<file path="config.mk">
export PLATFORM = sky130hd
export DESIGN_NAME = fsam_top
export DESIGN_NICKNAME = d
export VERILOG_FILES = /design/src/verilog/fsam_pkg.sv /design/src/verilog/fsam_top.sv
export SDC_FILE = /design/constraint.sdc
export NUM_CORES = 1
export LEC_CHECK = 0
export ABC_CLOCK_PERIOD_IN_PS = 2250
export BUFFER_PORTS_ARGS = -buffer_cell sky130_fd_sc_hd__buf_2
export CORE_ASPECT_RATIO = 1.4
export CORE_MARGIN = 2
export CORE_UTILIZATION = 56
export CTS_BUF_LIST = sky130_fd_sc_hd__clkbuf_8
export CTS_CLUSTER_SIZE = 14
export DETAILED_ROUTE_END_ITERATION = 10
export PLACE_DENSITY = 0.79
export RECOVER_POWER = 25
export SYNTH_ARGS = -nofsm -noshare
export SYNTH_HDL_FRONTEND = slang
export SYNTH_SLANG_ARGS = --single-unit
</file>
<file path="constraint.sdc">
create_clock -name core_clk -period 2.25 [get_ports core_clk]
set_input_delay 0.1125 -clock core_clk [delete_from_list [all_inputs] [get_ports core_clk]]
set_output_delay 0.1125 -clock core_clk [all_outputs]
set_load 0.005 [all_outputs]
</file>
<file path="src/verilog/fsam_pkg.sv">
// constants and types of the fault, status and alert manager
package fsam_pkg;
  // register byte offsets
  localparam logic [5:0] OFS_CTRL = 6'h00;
  localparam logic [5:0] OFS_CFG = 6'h04;
  localparam logic [5:0] OFS_STAT0 = 6'h08;
  localparam logic [5:0] OFS_STAT1 = 6'h0c;
  localparam logic [5:0] OFS_STATC = 6'h10;
  localparam logic [5:0] OFS_MASK0 = 6'h14;
  localparam logic [5:0] OFS_MASK1 = 6'h18;
  localparam logic [5:0] OFS_MASKC = 6'h1c;
  localparam logic [5:0] OFS_PROP = 6'h20;
  localparam logic [5:0] OFS_RETRY = 6'h24;
  localparam logic [5:0] OFS_RESP = 6'h28;
  localparam logic [5:0] OFS_WORD = 6'h2c;
  localparam logic [5:0] OFS_COMMON = 6'h30;
  localparam logic [5:0] OFS_PADS = 6'h34;
  localparam logic [5:0] OFS_OPER = 6'h38;
  // field positions
  localparam int CTRL_CLR = 0;
  localparam int CTRL_RST = 1;
  localparam int CFG_RUN_CLR_ALL = 0;
  localparam int CFG_EXT_SYNC = 1;
  localparam int CFG_FREQ_SEL = 2;
  localparam int CFG_SYNC_DIS = 4;
  localparam int ST_EXT = 7;
  localparam int C_PLL = 4;
  localparam int C_BUSY = 5;
  localparam int PADS_SYNC_INT = 10;
  // reset values, field masks and retry interval limits
  localparam logic [7:0] CFG_RST = 8'h04;
  localparam logic [1:0] OPER_RST = 2'h3;
  localparam logic [1:0] RESP_RST = 2'h0;
  localparam logic [5:0] COM_UNMASK = 6'h20;
  localparam logic [6:0] SHUT_BITS = 7'h59;
  localparam logic [16:0] RETRY_MIN_MS = 17'h00079;
  localparam logic [16:0] RETRY_MAX_MS = 17'h147a8;
  localparam logic [16:0] RETRY_RST_MS = 17'h000fa;
  // timing
  localparam int unsigned CLK_PERIOD_NS = 20;
  localparam int unsigned MS_NS = 1000000;
  localparam int unsigned MS_CYCLES_DFLT = MS_NS / CLK_PERIOD_NS;
  localparam int unsigned SYNC_TMO_NS = 1000;
  localparam int unsigned SYNC_TMO_CYC = SYNC_TMO_NS / CLK_PERIOD_NS;

  typedef struct packed {
    logic ot_f;
    logic iout_oc_w;
    logic iout_oc_f;
    logic vout_uv_f;
    logic vout_uv_w;
    logic vout_ov_w;
    logic vout_ov_f;
  } fsam_chan_cond_s;

  typedef struct packed {
    logic cml;
    logic iin_oc_w;
    logic vin_uv_w;
    logic vin_ov_f;
  } fsam_com_cond_s;

  typedef enum logic [1:0] {CH_OFF, CH_RUN, CH_WAIT, CH_LATCH} fsam_chan_st_e;
endpackage : fsam_pkg

</file>
<file path="src/verilog/fsam_top.sv">
// fault collection, alert line, fault pins and retry recovery
//
// Added by the designer: the address map and the Avalon-MM register port.
`timescale 1ns/1ns
`default_nettype none
module fsam_top import fsam_pkg::*; #(
  parameter int unsigned MS_CYCLES = MS_CYCLES_DFLT
) (
  input wire logic core_clk,
  input wire logic rstn,
  input wire logic [5:0] avs_address,
  input wire logic avs_read,
  input wire logic avs_write,
  input wire logic [31:0] avs_writedata,
  output logic [31:0] avs_readdata,
  output logic avs_waitrequest,
  input wire fsam_chan_cond_s [1:0] chan_cond,
  input wire fsam_com_cond_s com_cond,
  input wire logic unsafe_cmd,
  input wire logic ara_ok,
  input wire logic [1:0] run_pin,
  input wire logic sync_pin,
  input wire logic [1:0] fault_pin_in,
  output logic [1:0] fault_pin_out,
  output logic [1:0] fault_pin_oe_n,
  output logic alert_out,
  output logic alert_oe_n,
  output logic [1:0] chan_en
);
  logic [1:0] run_m, run_s, fp_m, fp_s;
  logic sy_m, sy_s, sy_d;
  logic [7:0] sync_tmo_reg;
  logic sync_present;
  logic [31:0] ms_cnt_reg;
  logic ms_tick;
  logic wait_reg;
  logic [31:0] rdata_reg;
  logic [31:0] rd_mux;
  logic wr;
  logic [7:0] cfg_reg;
  logic [7:0] stat_reg [2];
  logic [7:0] mask_reg [2];
  logic [7:0] prop_reg [2];
  logic [5:0] com_reg, mask_com_reg;
  logic [16:0] retry_reg;
  logic [1:0] resp_reg, oper_reg;
  logic [1:0] en, en_d, en_rise;
  fsam_chan_st_e st_reg [2];
  logic [16:0] rty_reg [2];
  logic [1:0] chan_en_reg, fp_oe_n_reg;
  logic [1:0][2:0] drv_hist;
  logic [1:0] ext_live, shut, drv_next, latched;
  logic [7:0] set_ch [2];
  logic [5:0] com_set;
  logic clr_all, tog_all, alert_any, alert_oe_n_reg;
  logic [15:0] word [2];
  logic [15:0] pads;

  // outside pins: two flops each, sync a third for its edge
  always_ff @(posedge core_clk or negedge rstn) begin
    if (!rstn) begin
      run_m <= 2'h0;
      run_s <= 2'h0;
      fp_m <= 2'h3;
      fp_s <= 2'h3;
      sy_m <= 1'b0;
      sy_s <= 1'b0;
      sy_d <= 1'b0;
    end else begin
      run_m <= run_pin;
      run_s <= run_m;
      fp_m <= fault_pin_in;
      fp_s <= fp_m;
      sy_m <= sync_pin;
      sy_s <= sy_m;
      sy_d <= sy_s;
    end
  end

  // sync seen present while edges keep coming
  always_ff @(posedge core_clk or negedge rstn) begin
    if (!rstn)
      sync_tmo_reg <= 8'h00;
    else if (sy_s != sy_d)
      sync_tmo_reg <= 8'(SYNC_TMO_CYC);
    else if (sync_tmo_reg != 8'h00)
      sync_tmo_reg <= sync_tmo_reg - 8'h01;
  end
  assign sync_present = (sync_tmo_reg != 8'h00);

  always_ff @(posedge core_clk or negedge rstn) begin
    if (!rstn)
      ms_cnt_reg <= 32'h0;
    else if (ms_tick)
      ms_cnt_reg <= 32'h0;
    else
      ms_cnt_reg <= ms_cnt_reg + 32'h1;
  end
  assign ms_tick = (ms_cnt_reg == 32'(MS_CYCLES - 1));

  // bus slave: one wait cycle, then the access completes
  always_ff @(posedge core_clk or negedge rstn) begin
    if (!rstn) begin
      wait_reg <= 1'b1;
      rdata_reg <= 32'h0;
    end else if ((avs_read || avs_write) && wait_reg) begin
      wait_reg <= 1'b0;
      rdata_reg <= avs_read ? rd_mux : 32'h0;
    end else begin
      wait_reg <= 1'b1;
    end
  end
  assign wr = avs_write && !wait_reg;
  assign avs_waitrequest = wait_reg;
  assign avs_readdata = rdata_reg;

  // diagnostic words are read-only, never in the alert path
  // sync made inside and external sync not chosen
  assign pads = {5'h00, ~cfg_reg[CFG_EXT_SYNC] & ~cfg_reg[CFG_SYNC_DIS],
                 6'h00, run_s, fp_s};

  always_comb begin
    case (avs_address)
      OFS_CFG: rd_mux = {24'h0, cfg_reg};
      OFS_STAT0: rd_mux = {24'h0, stat_reg[0]};
      OFS_STAT1: rd_mux = {24'h0, stat_reg[1]};
      OFS_STATC: rd_mux = {26'h0, com_reg};
      OFS_MASK0: rd_mux = {24'h0, mask_reg[0]};
      OFS_MASK1: rd_mux = {24'h0, mask_reg[1]};
      OFS_MASKC: rd_mux = {26'h0, mask_com_reg};
      OFS_PROP: rd_mux = {16'h0, prop_reg[1], prop_reg[0]};
      OFS_RETRY: rd_mux = {15'h0, retry_reg};
      OFS_RESP: rd_mux = {30'h0, resp_reg};
      OFS_WORD: rd_mux = {word[1], word[0]};
      OFS_COMMON: rd_mux = {25'h0, latched, sync_present, chan_en_reg,
                            en};
      OFS_PADS: rd_mux = {16'h0, pads};
      OFS_OPER: rd_mux = {30'h0, oper_reg};
      default: rd_mux = 32'h0;
    endcase
  end

  // masks start open until software loads them
  always_ff @(posedge core_clk or negedge rstn) begin
    if (!rstn) begin
      cfg_reg <= CFG_RST;
      mask_reg[0] <= 8'h00;
      mask_reg[1] <= 8'h00;
      mask_com_reg <= 6'h00;
      prop_reg[0] <= 8'h00;
      prop_reg[1] <= 8'h00;
      retry_reg <= RETRY_RST_MS;
      resp_reg <= RESP_RST;
      oper_reg <= OPER_RST;
    end else if (wr) begin
      case (avs_address)
        OFS_CFG: cfg_reg <= avs_writedata[7:0];
        OFS_MASK0: mask_reg[0] <= avs_writedata[7:0];
        OFS_MASK1: mask_reg[1] <= avs_writedata[7:0];
        OFS_MASKC: mask_com_reg <= avs_writedata[5:0];
        OFS_PROP: begin
          prop_reg[0] <= avs_writedata[7:0];
          prop_reg[1] <= avs_writedata[15:8];
        end
        OFS_RETRY: begin
          if (avs_writedata >= 32'(RETRY_MIN_MS) &&
              avs_writedata <= 32'(RETRY_MAX_MS))
            retry_reg <= avs_writedata[16:0];
        end
        OFS_RESP: resp_reg <= avs_writedata[1:0];
        OFS_OPER: oper_reg <= avs_writedata[1:0];
        default: ;
      endcase
    end
  end

  // channel on by pin and command together
  assign en = run_s & oper_reg;
  assign en_rise = en & ~en_d;
  assign tog_all = (|en_rise) & cfg_reg[CFG_RUN_CLR_ALL];
  assign clr_all = ara_ok || (wr && avs_address == OFS_CTRL &&
                   (avs_writedata[CTRL_CLR] || avs_writedata[CTRL_RST]));

  always_comb begin
    for (int i = 0; i < 2; i++) begin
      // pin low while we are quiet is an outside fault
      ext_live[i] = ~fp_s[i] & ~|drv_hist[i] & fp_oe_n_reg[i];
      set_ch[i] = {ext_live[i], chan_cond[i]};
      shut[i] = |(chan_cond[i] & SHUT_BITS) | ext_live[i] |
                com_cond.vin_ov_f;
      latched[i] = (st_reg[i] == CH_LATCH);
      // selected live indicators, latch holds the pin
      drv_next[i] = |(chan_cond[i] & prop_reg[i][6:0]) |
                    (latched[i] & |prop_reg[i][6:0]) |
                    (st_reg[i] == CH_WAIT &
                     |(stat_reg[i][6:0] & prop_reg[i][6:0]));
    end
  end

  // busy when a channel runs; clock-lock fault
  assign com_set = {unsafe_cmd & |chan_en_reg,
                    ~cfg_reg[CFG_FREQ_SEL] & ~sync_present, com_cond};

  // sticky status; a set in the clear cycle wins
  always_ff @(posedge core_clk or negedge rstn) begin
    if (!rstn) begin
      stat_reg[0] <= 8'h00;
      stat_reg[1] <= 8'h00;
      com_reg <= 6'h00;
      en_d <= 2'h0;
    end else begin
      en_d <= en;
      for (int i = 0; i < 2; i++) begin
        // per-bit write-one clear; toggle clears channel
        if (clr_all || en_rise[i] || tog_all)
          stat_reg[i] <= set_ch[i];
        else if (wr && avs_address == (i == 0 ? OFS_STAT0 : OFS_STAT1))
          stat_reg[i] <= (stat_reg[i] & ~avs_writedata[7:0]) | set_ch[i];
        else
          stat_reg[i] <= stat_reg[i] | set_ch[i];
      end
      if (clr_all || tog_all)
        com_reg <= com_set;
      else if (wr && avs_address == OFS_STATC)
        com_reg <= (com_reg & ~avs_writedata[5:0]) | com_set;
      else
        com_reg <= com_reg | com_set;
    end
  end

  // derived summary words, never cleared or masked themselves
  always_comb begin
    for (int i = 0; i < 2; i++) begin
      word[i] = 16'h0000;
      word[i][15] = |stat_reg[i][3:0];
      word[i][14] = |stat_reg[i][5:4];
      word[i][13] = |com_reg[2:0];
      word[i][12] = stat_reg[i][ST_EXT] | com_reg[C_PLL];
      word[i][7] = com_reg[C_BUSY];
      word[i][2] = stat_reg[i][6];
      word[i][1] = com_reg[3];
      word[i][0] = |word[i][15:12];
    end
  end

  // per-bit mask, busy exempt; summaries add nothing
  assign alert_any = |(stat_reg[0] & ~mask_reg[0]) |
                     |(stat_reg[1] & ~mask_reg[1]) |
                     |(com_reg & ~(mask_com_reg & ~COM_UNMASK));

  // open-drain alert, output fixed low, enable carries the level
  always_ff @(posedge core_clk or negedge rstn) begin
    if (!rstn) begin
      alert_oe_n_reg <= 1'b1;
      alert_out <= 1'b0;
    end else begin
      alert_oe_n_reg <= ~alert_any;
      alert_out <= 1'b0;
    end
  end
  assign alert_oe_n = alert_oe_n_reg;

  // own drive echoes through the synchroniser; blank it meanwhile
  always_ff @(posedge core_clk or negedge rstn) begin
    if (!rstn) begin
      fp_oe_n_reg <= 2'h3;
      fault_pin_out <= 2'h0;
      drv_hist <= '0;
    end else begin
      fp_oe_n_reg <= ~drv_next;
      fault_pin_out <= 2'h0;
      for (int i = 0; i < 2; i++)
        drv_hist[i] <= {drv_hist[i][1:0], ~fp_oe_n_reg[i]};
    end
  end
  assign fault_pin_oe_n = fp_oe_n_reg;

  always_ff @(posedge core_clk or negedge rstn) begin
    if (!rstn) begin
      for (int i = 0; i < 2; i++) begin
        st_reg[i] <= CH_OFF;
        rty_reg[i] <= 17'h0;
      end
      chan_en_reg <= 2'h0;
    end else begin
      for (int i = 0; i < 2; i++) begin
        chan_en_reg[i] <= (st_reg[i] == CH_RUN);
        case (st_reg[i])
          CH_OFF: if (en[i]) st_reg[i] <= CH_RUN;
          CH_RUN: begin
            if (!en[i])
              st_reg[i] <= CH_OFF;
            else if (shut[i] && resp_reg[i])
              st_reg[i] <= CH_LATCH;
            else if (shut[i]) begin
              st_reg[i] <= CH_WAIT;
              rty_reg[i] <= 17'(retry_reg - 17'h1);
            end
          end
          // wait out the interval, restart or wait again
          CH_WAIT: begin
            if (!en[i])
              st_reg[i] <= CH_OFF;
            else if (ms_tick && rty_reg[i] != 17'h0)
              rty_reg[i] <= rty_reg[i] - 17'h1;
            else if (ms_tick && shut[i])
              rty_reg[i] <= 17'(retry_reg - 17'h1);
            else if (ms_tick)
              st_reg[i] <= CH_RUN;
          end
          // only turning the channel off frees it
          CH_LATCH: if (!en[i]) st_reg[i] <= CH_OFF;
          default: st_reg[i] <= CH_OFF;
        endcase
      end
    end
  end
  assign chan_en = chan_en_reg;
endmodule : fsam_top
`default_nettype wire
</file>
==> impl_metrics.json <==
{
  "die-area_um2": 20900,
  "power.ir.vdd_worst_v": 0.000542,
  "final_area_um2": 14400,
  "ys_seq_area_share_pct": 49.2,
  "crit_type": "reg2reg",
  "timing.critical_path.from_type": "flop",
  "finalWirelength_um": 36700,
  "post-place-ws_ns": -0.207,
  "clk_root_buf": "sky130_fd_sc_hd__clkbuf_8",
  "final-max-slew-violation-count": 79,
  "worst-endpoint-required_ns": 2.68,
  "arrival_ns": 2.83,
  "design_power_total_mw": 8.75,
  "dr.pass1.iters": 7,
  "grt_pass1_vias": 10300,
  "grt_antenna_before_repair": 0,
  "global_route.overflow_total": 0,
  "final_nets": 1447,
  "fmaxAchievable_ghz": 0.416,
  "dp_cells": 1518,
  "final_layout_size_suffix_gt1_share_pct": 35.1,
  "tritoncts_clock_tree": "built",
  "io_buffer_count": 96,
  "async_reset_ff_share_pct": 100,
  "timing_worst_slew_pin_value_ns": 2.08,
  "fin_worst_skew_ns": 0.0174,
  "tightest_slew_margin_relative_to_the_limit_pct": -38.7,
  "cts_max_level": 2,
  "netlist-cell-type-count": 75,
  "drc_errors_left": 0,
  "avgSynthCellArea_um2": 10.3,
  "total_leakage_power_nw": 6.68,
  "cts.sink_count": 216,
  "synthFlopType": "sky130_fd_sc_hd__dfrtp_1",
  "dp_hpwl_um": 24600,
  "synthesized_netlist_cell_count": 1075,
  "max-cap-violations": 1,
  "min_period_over_period_pct": 107,
  "power_frac_comb_pct": 10.2,
  "n_fill_cell": 1284,
  "finalHoldViolations": 0,
  "antenna_diode_count": 0,
  "power.clock.fraction_pct": 40.0,
  "start_util_pct": 57.2,
  "switching_power_mw": 2.35,
  "ctsLongestPathBuffers": 3,
  "total_setup_violations_reported_at_the_end_of_the_flow": 30,
  "violations": "capacitance limit, slew limit, setup timing",
  "ys_ff_latch": 216,
  "layout_common_cells": "sky130_fd_sc_hd__dfrtp_1 (199), sky130_fd_sc_hd__buf_4 (140), sky130_fd_sc_hd__nand2_1 (106)",
  "floorplan.io_pins": 108,
  "core_area_um2": 19300,
  "final_cells": 1648,
  "path_clk_slew_ns": 0.07,
  "die-width_um": 123,
  "netSwitchingFraction_pct": 26.8,
  "drt_first_iter_violations": 1499,
  "num_rows": 60,
  "holdWs_ns": 0.0405,
  "status": "finished with violations",
  "power.density_nw_per_um2": 606,
  "final_common_cell": "sky130_fd_sc_hd__dfrtp_1",
  "first_pass_grt_wire_length_um": 54300,
  "maximum_number_of_pins_on_one_net_before_global_route_repair": 81,
  "finalWorstSetupSlack_ns": -0.153,
  "numCtsBuffers": 35,
  "area_growth_syn_to_layout_pct": 30.9,
  "route.detailed.wl_per_inst_um": 22.2,
  "grt_setup_unrepaired": "yes",
  "vias_per_cell": 6.48,
  "yosys_warnings": 0,
  "setup_crit_end_kind": "flop",
  "largest_register_ff_count": 34,
  "insertion_delay_ns": 0.54,
  "synth.cell_area_um2": 11000,
  "p_int_mw": 6.40,
  "finalCriticalPeriod_ns": 2.40,
  "count_of_flip_flops_with_a_built_in_enable_after_synthesis": 0,
  "placedInstanceArea_um2": 12700,
  "grt_util_all_layers_pct": 33.9,
  "p_seq_share_pct": 49.9,
  "cp_max_fo": 7,
  "die-height_um": 170,
  "routabilityCongestion": 1.02,
  "worst_hold_path_type": "in2reg",
  "drt.antenna.violating_nets": 0,
  "worst-r2r-setup-slack_ns": -0.15,
  "routed-via-count": 10700
}
power groups by stage:
stage / clock network (mW) / registers [mW] / logic, mW
floorplan: 0 / 4.32 / 0.410
global placement: 0 / 4.39 / 0.772
detailed placement: 0 / 4.40 / 0.794
CTS: 3.54 / 4.34 / 0.860
global route: 3.72 / 4.37 / 0.961
finish: 3.50 / 4.36 / 0.889
per-stage QoR:
stage,utilization [%],TNS [ns]
finish,74.9,-2.74
floorplan,-,-0.0153
detailed placement,66.1,-4.73
global route,74.9,-13.32
CTS,72.8,-1.51
global placement,66.1,-2.33
layer usage:
| metal | track usage [%] | share of wire (%) | up-vias |
|---|---|---|---|
| met2 | 54.7 | 48 | 760 |
| met5 | 0 | 0 | - |
| met4 | 22.9 | 7.8 | 0 |
| li1 | - | - | 4560 |
| met3 | 5.06 | 8.4 | 223 |
| met1 | 41.9 | 36 | 5142 |
critical path: stages, from the launching register on:
cell and delay (ns):
sky130_fd_sc_hd__dfrtp_1 0.41, sky130_fd_sc_hd__inv_2 0.09, sky130_fd_sc_hd__ha_4 0.12, sky130_fd_sc_hd__or4b_4 0.49, sky130_fd_sc_hd__nor4_4 0.29, sky130_fd_sc_hd__buf_4 0.21, sky130_fd_sc_hd__nand3b_4 0.17, sky130_fd_sc_hd__clkbuf_16 0.17
sky130_fd_sc_hd__nand2_1 0.07, sky130_fd_sc_hd__a32o_1 0.27
cell type report:
cell class                 instances  area, um2  share of cell area [%]
multi-input combinational        774       5510                    38.1
clock inverter                    17       78.8                   0.546
inverter                          49        184                    1.27
timing repair buffer             297       2290                    15.8
sequential                       216       5430                    37.6
tap                              248        310                    2.15
clock buffer                      47        647                    4.48
kinds of logic after synthesis:
family	after synthesis	synth area share, %
flops	216	49.2
buf+inv	96	3.96
xor+xnor	47	3.73
compound gates	243	15.5
mux	82	8.21
fa+ha+maj	7	0.794
simple gates	383	18.5
other cells	1	0.0340
Yosys cell counts, drive strengths merged (8+ instances only):
library cell    n  share of area, %
a22o           10              0.79
a31o           20               1.6
nor4           35               2.4
nand2b         12              0.68
xor2           20               1.6
mux2           68               6.9
or4            12              0.88
o2bb2ai         9              0.71
dfrtp         199                45
dfstp          17               4.0
buf            24               1.5
xnor2          27               2.1
inv            49               1.7
nand4          17              0.96
o22ai          12              0.68
a221oi          8              0.64
nor3b           9              0.66
o21ai          61               2.8
nand2         106               3.6
a21oi          28               1.3
nor2           69               2.5
a22oi          41               2.8
a31oi          10              0.82
clkbuf         23              0.78
or3            14              0.79
nand3          34               1.6
nor3           31               1.5
mux2i          14               1.3
path summary, 6_finish.rpt:
check / startpoint / endpoint / cells past startpoint
max: rty_reg[0] / rty_reg[5] / 9
min: avs_writedata[7] / mask_reg[15] / 2
max reg2reg: rty_reg[0] / rty_reg[5] / 9
min reg2reg: run_m[0] / run_s[0] / 0
max in group asynchronous: rstn / retry_reg[7] / 3
min in group asynchronous: rstn / avs_readdata[11] / 2
repair_timing:
action | 4_1_cts | 5_1_grt
hold buffers | 36 | 0
resized for setup | 26 | 61
setup buffers | 11 | 15
pin swaps | 11 | 32
gates cloned | 2 | 5
endpoints found under the hold margin | 118 | 0
setup endpoints to repair | 37 | 44
Note: power is estimated with default switching activity, not from simulation.
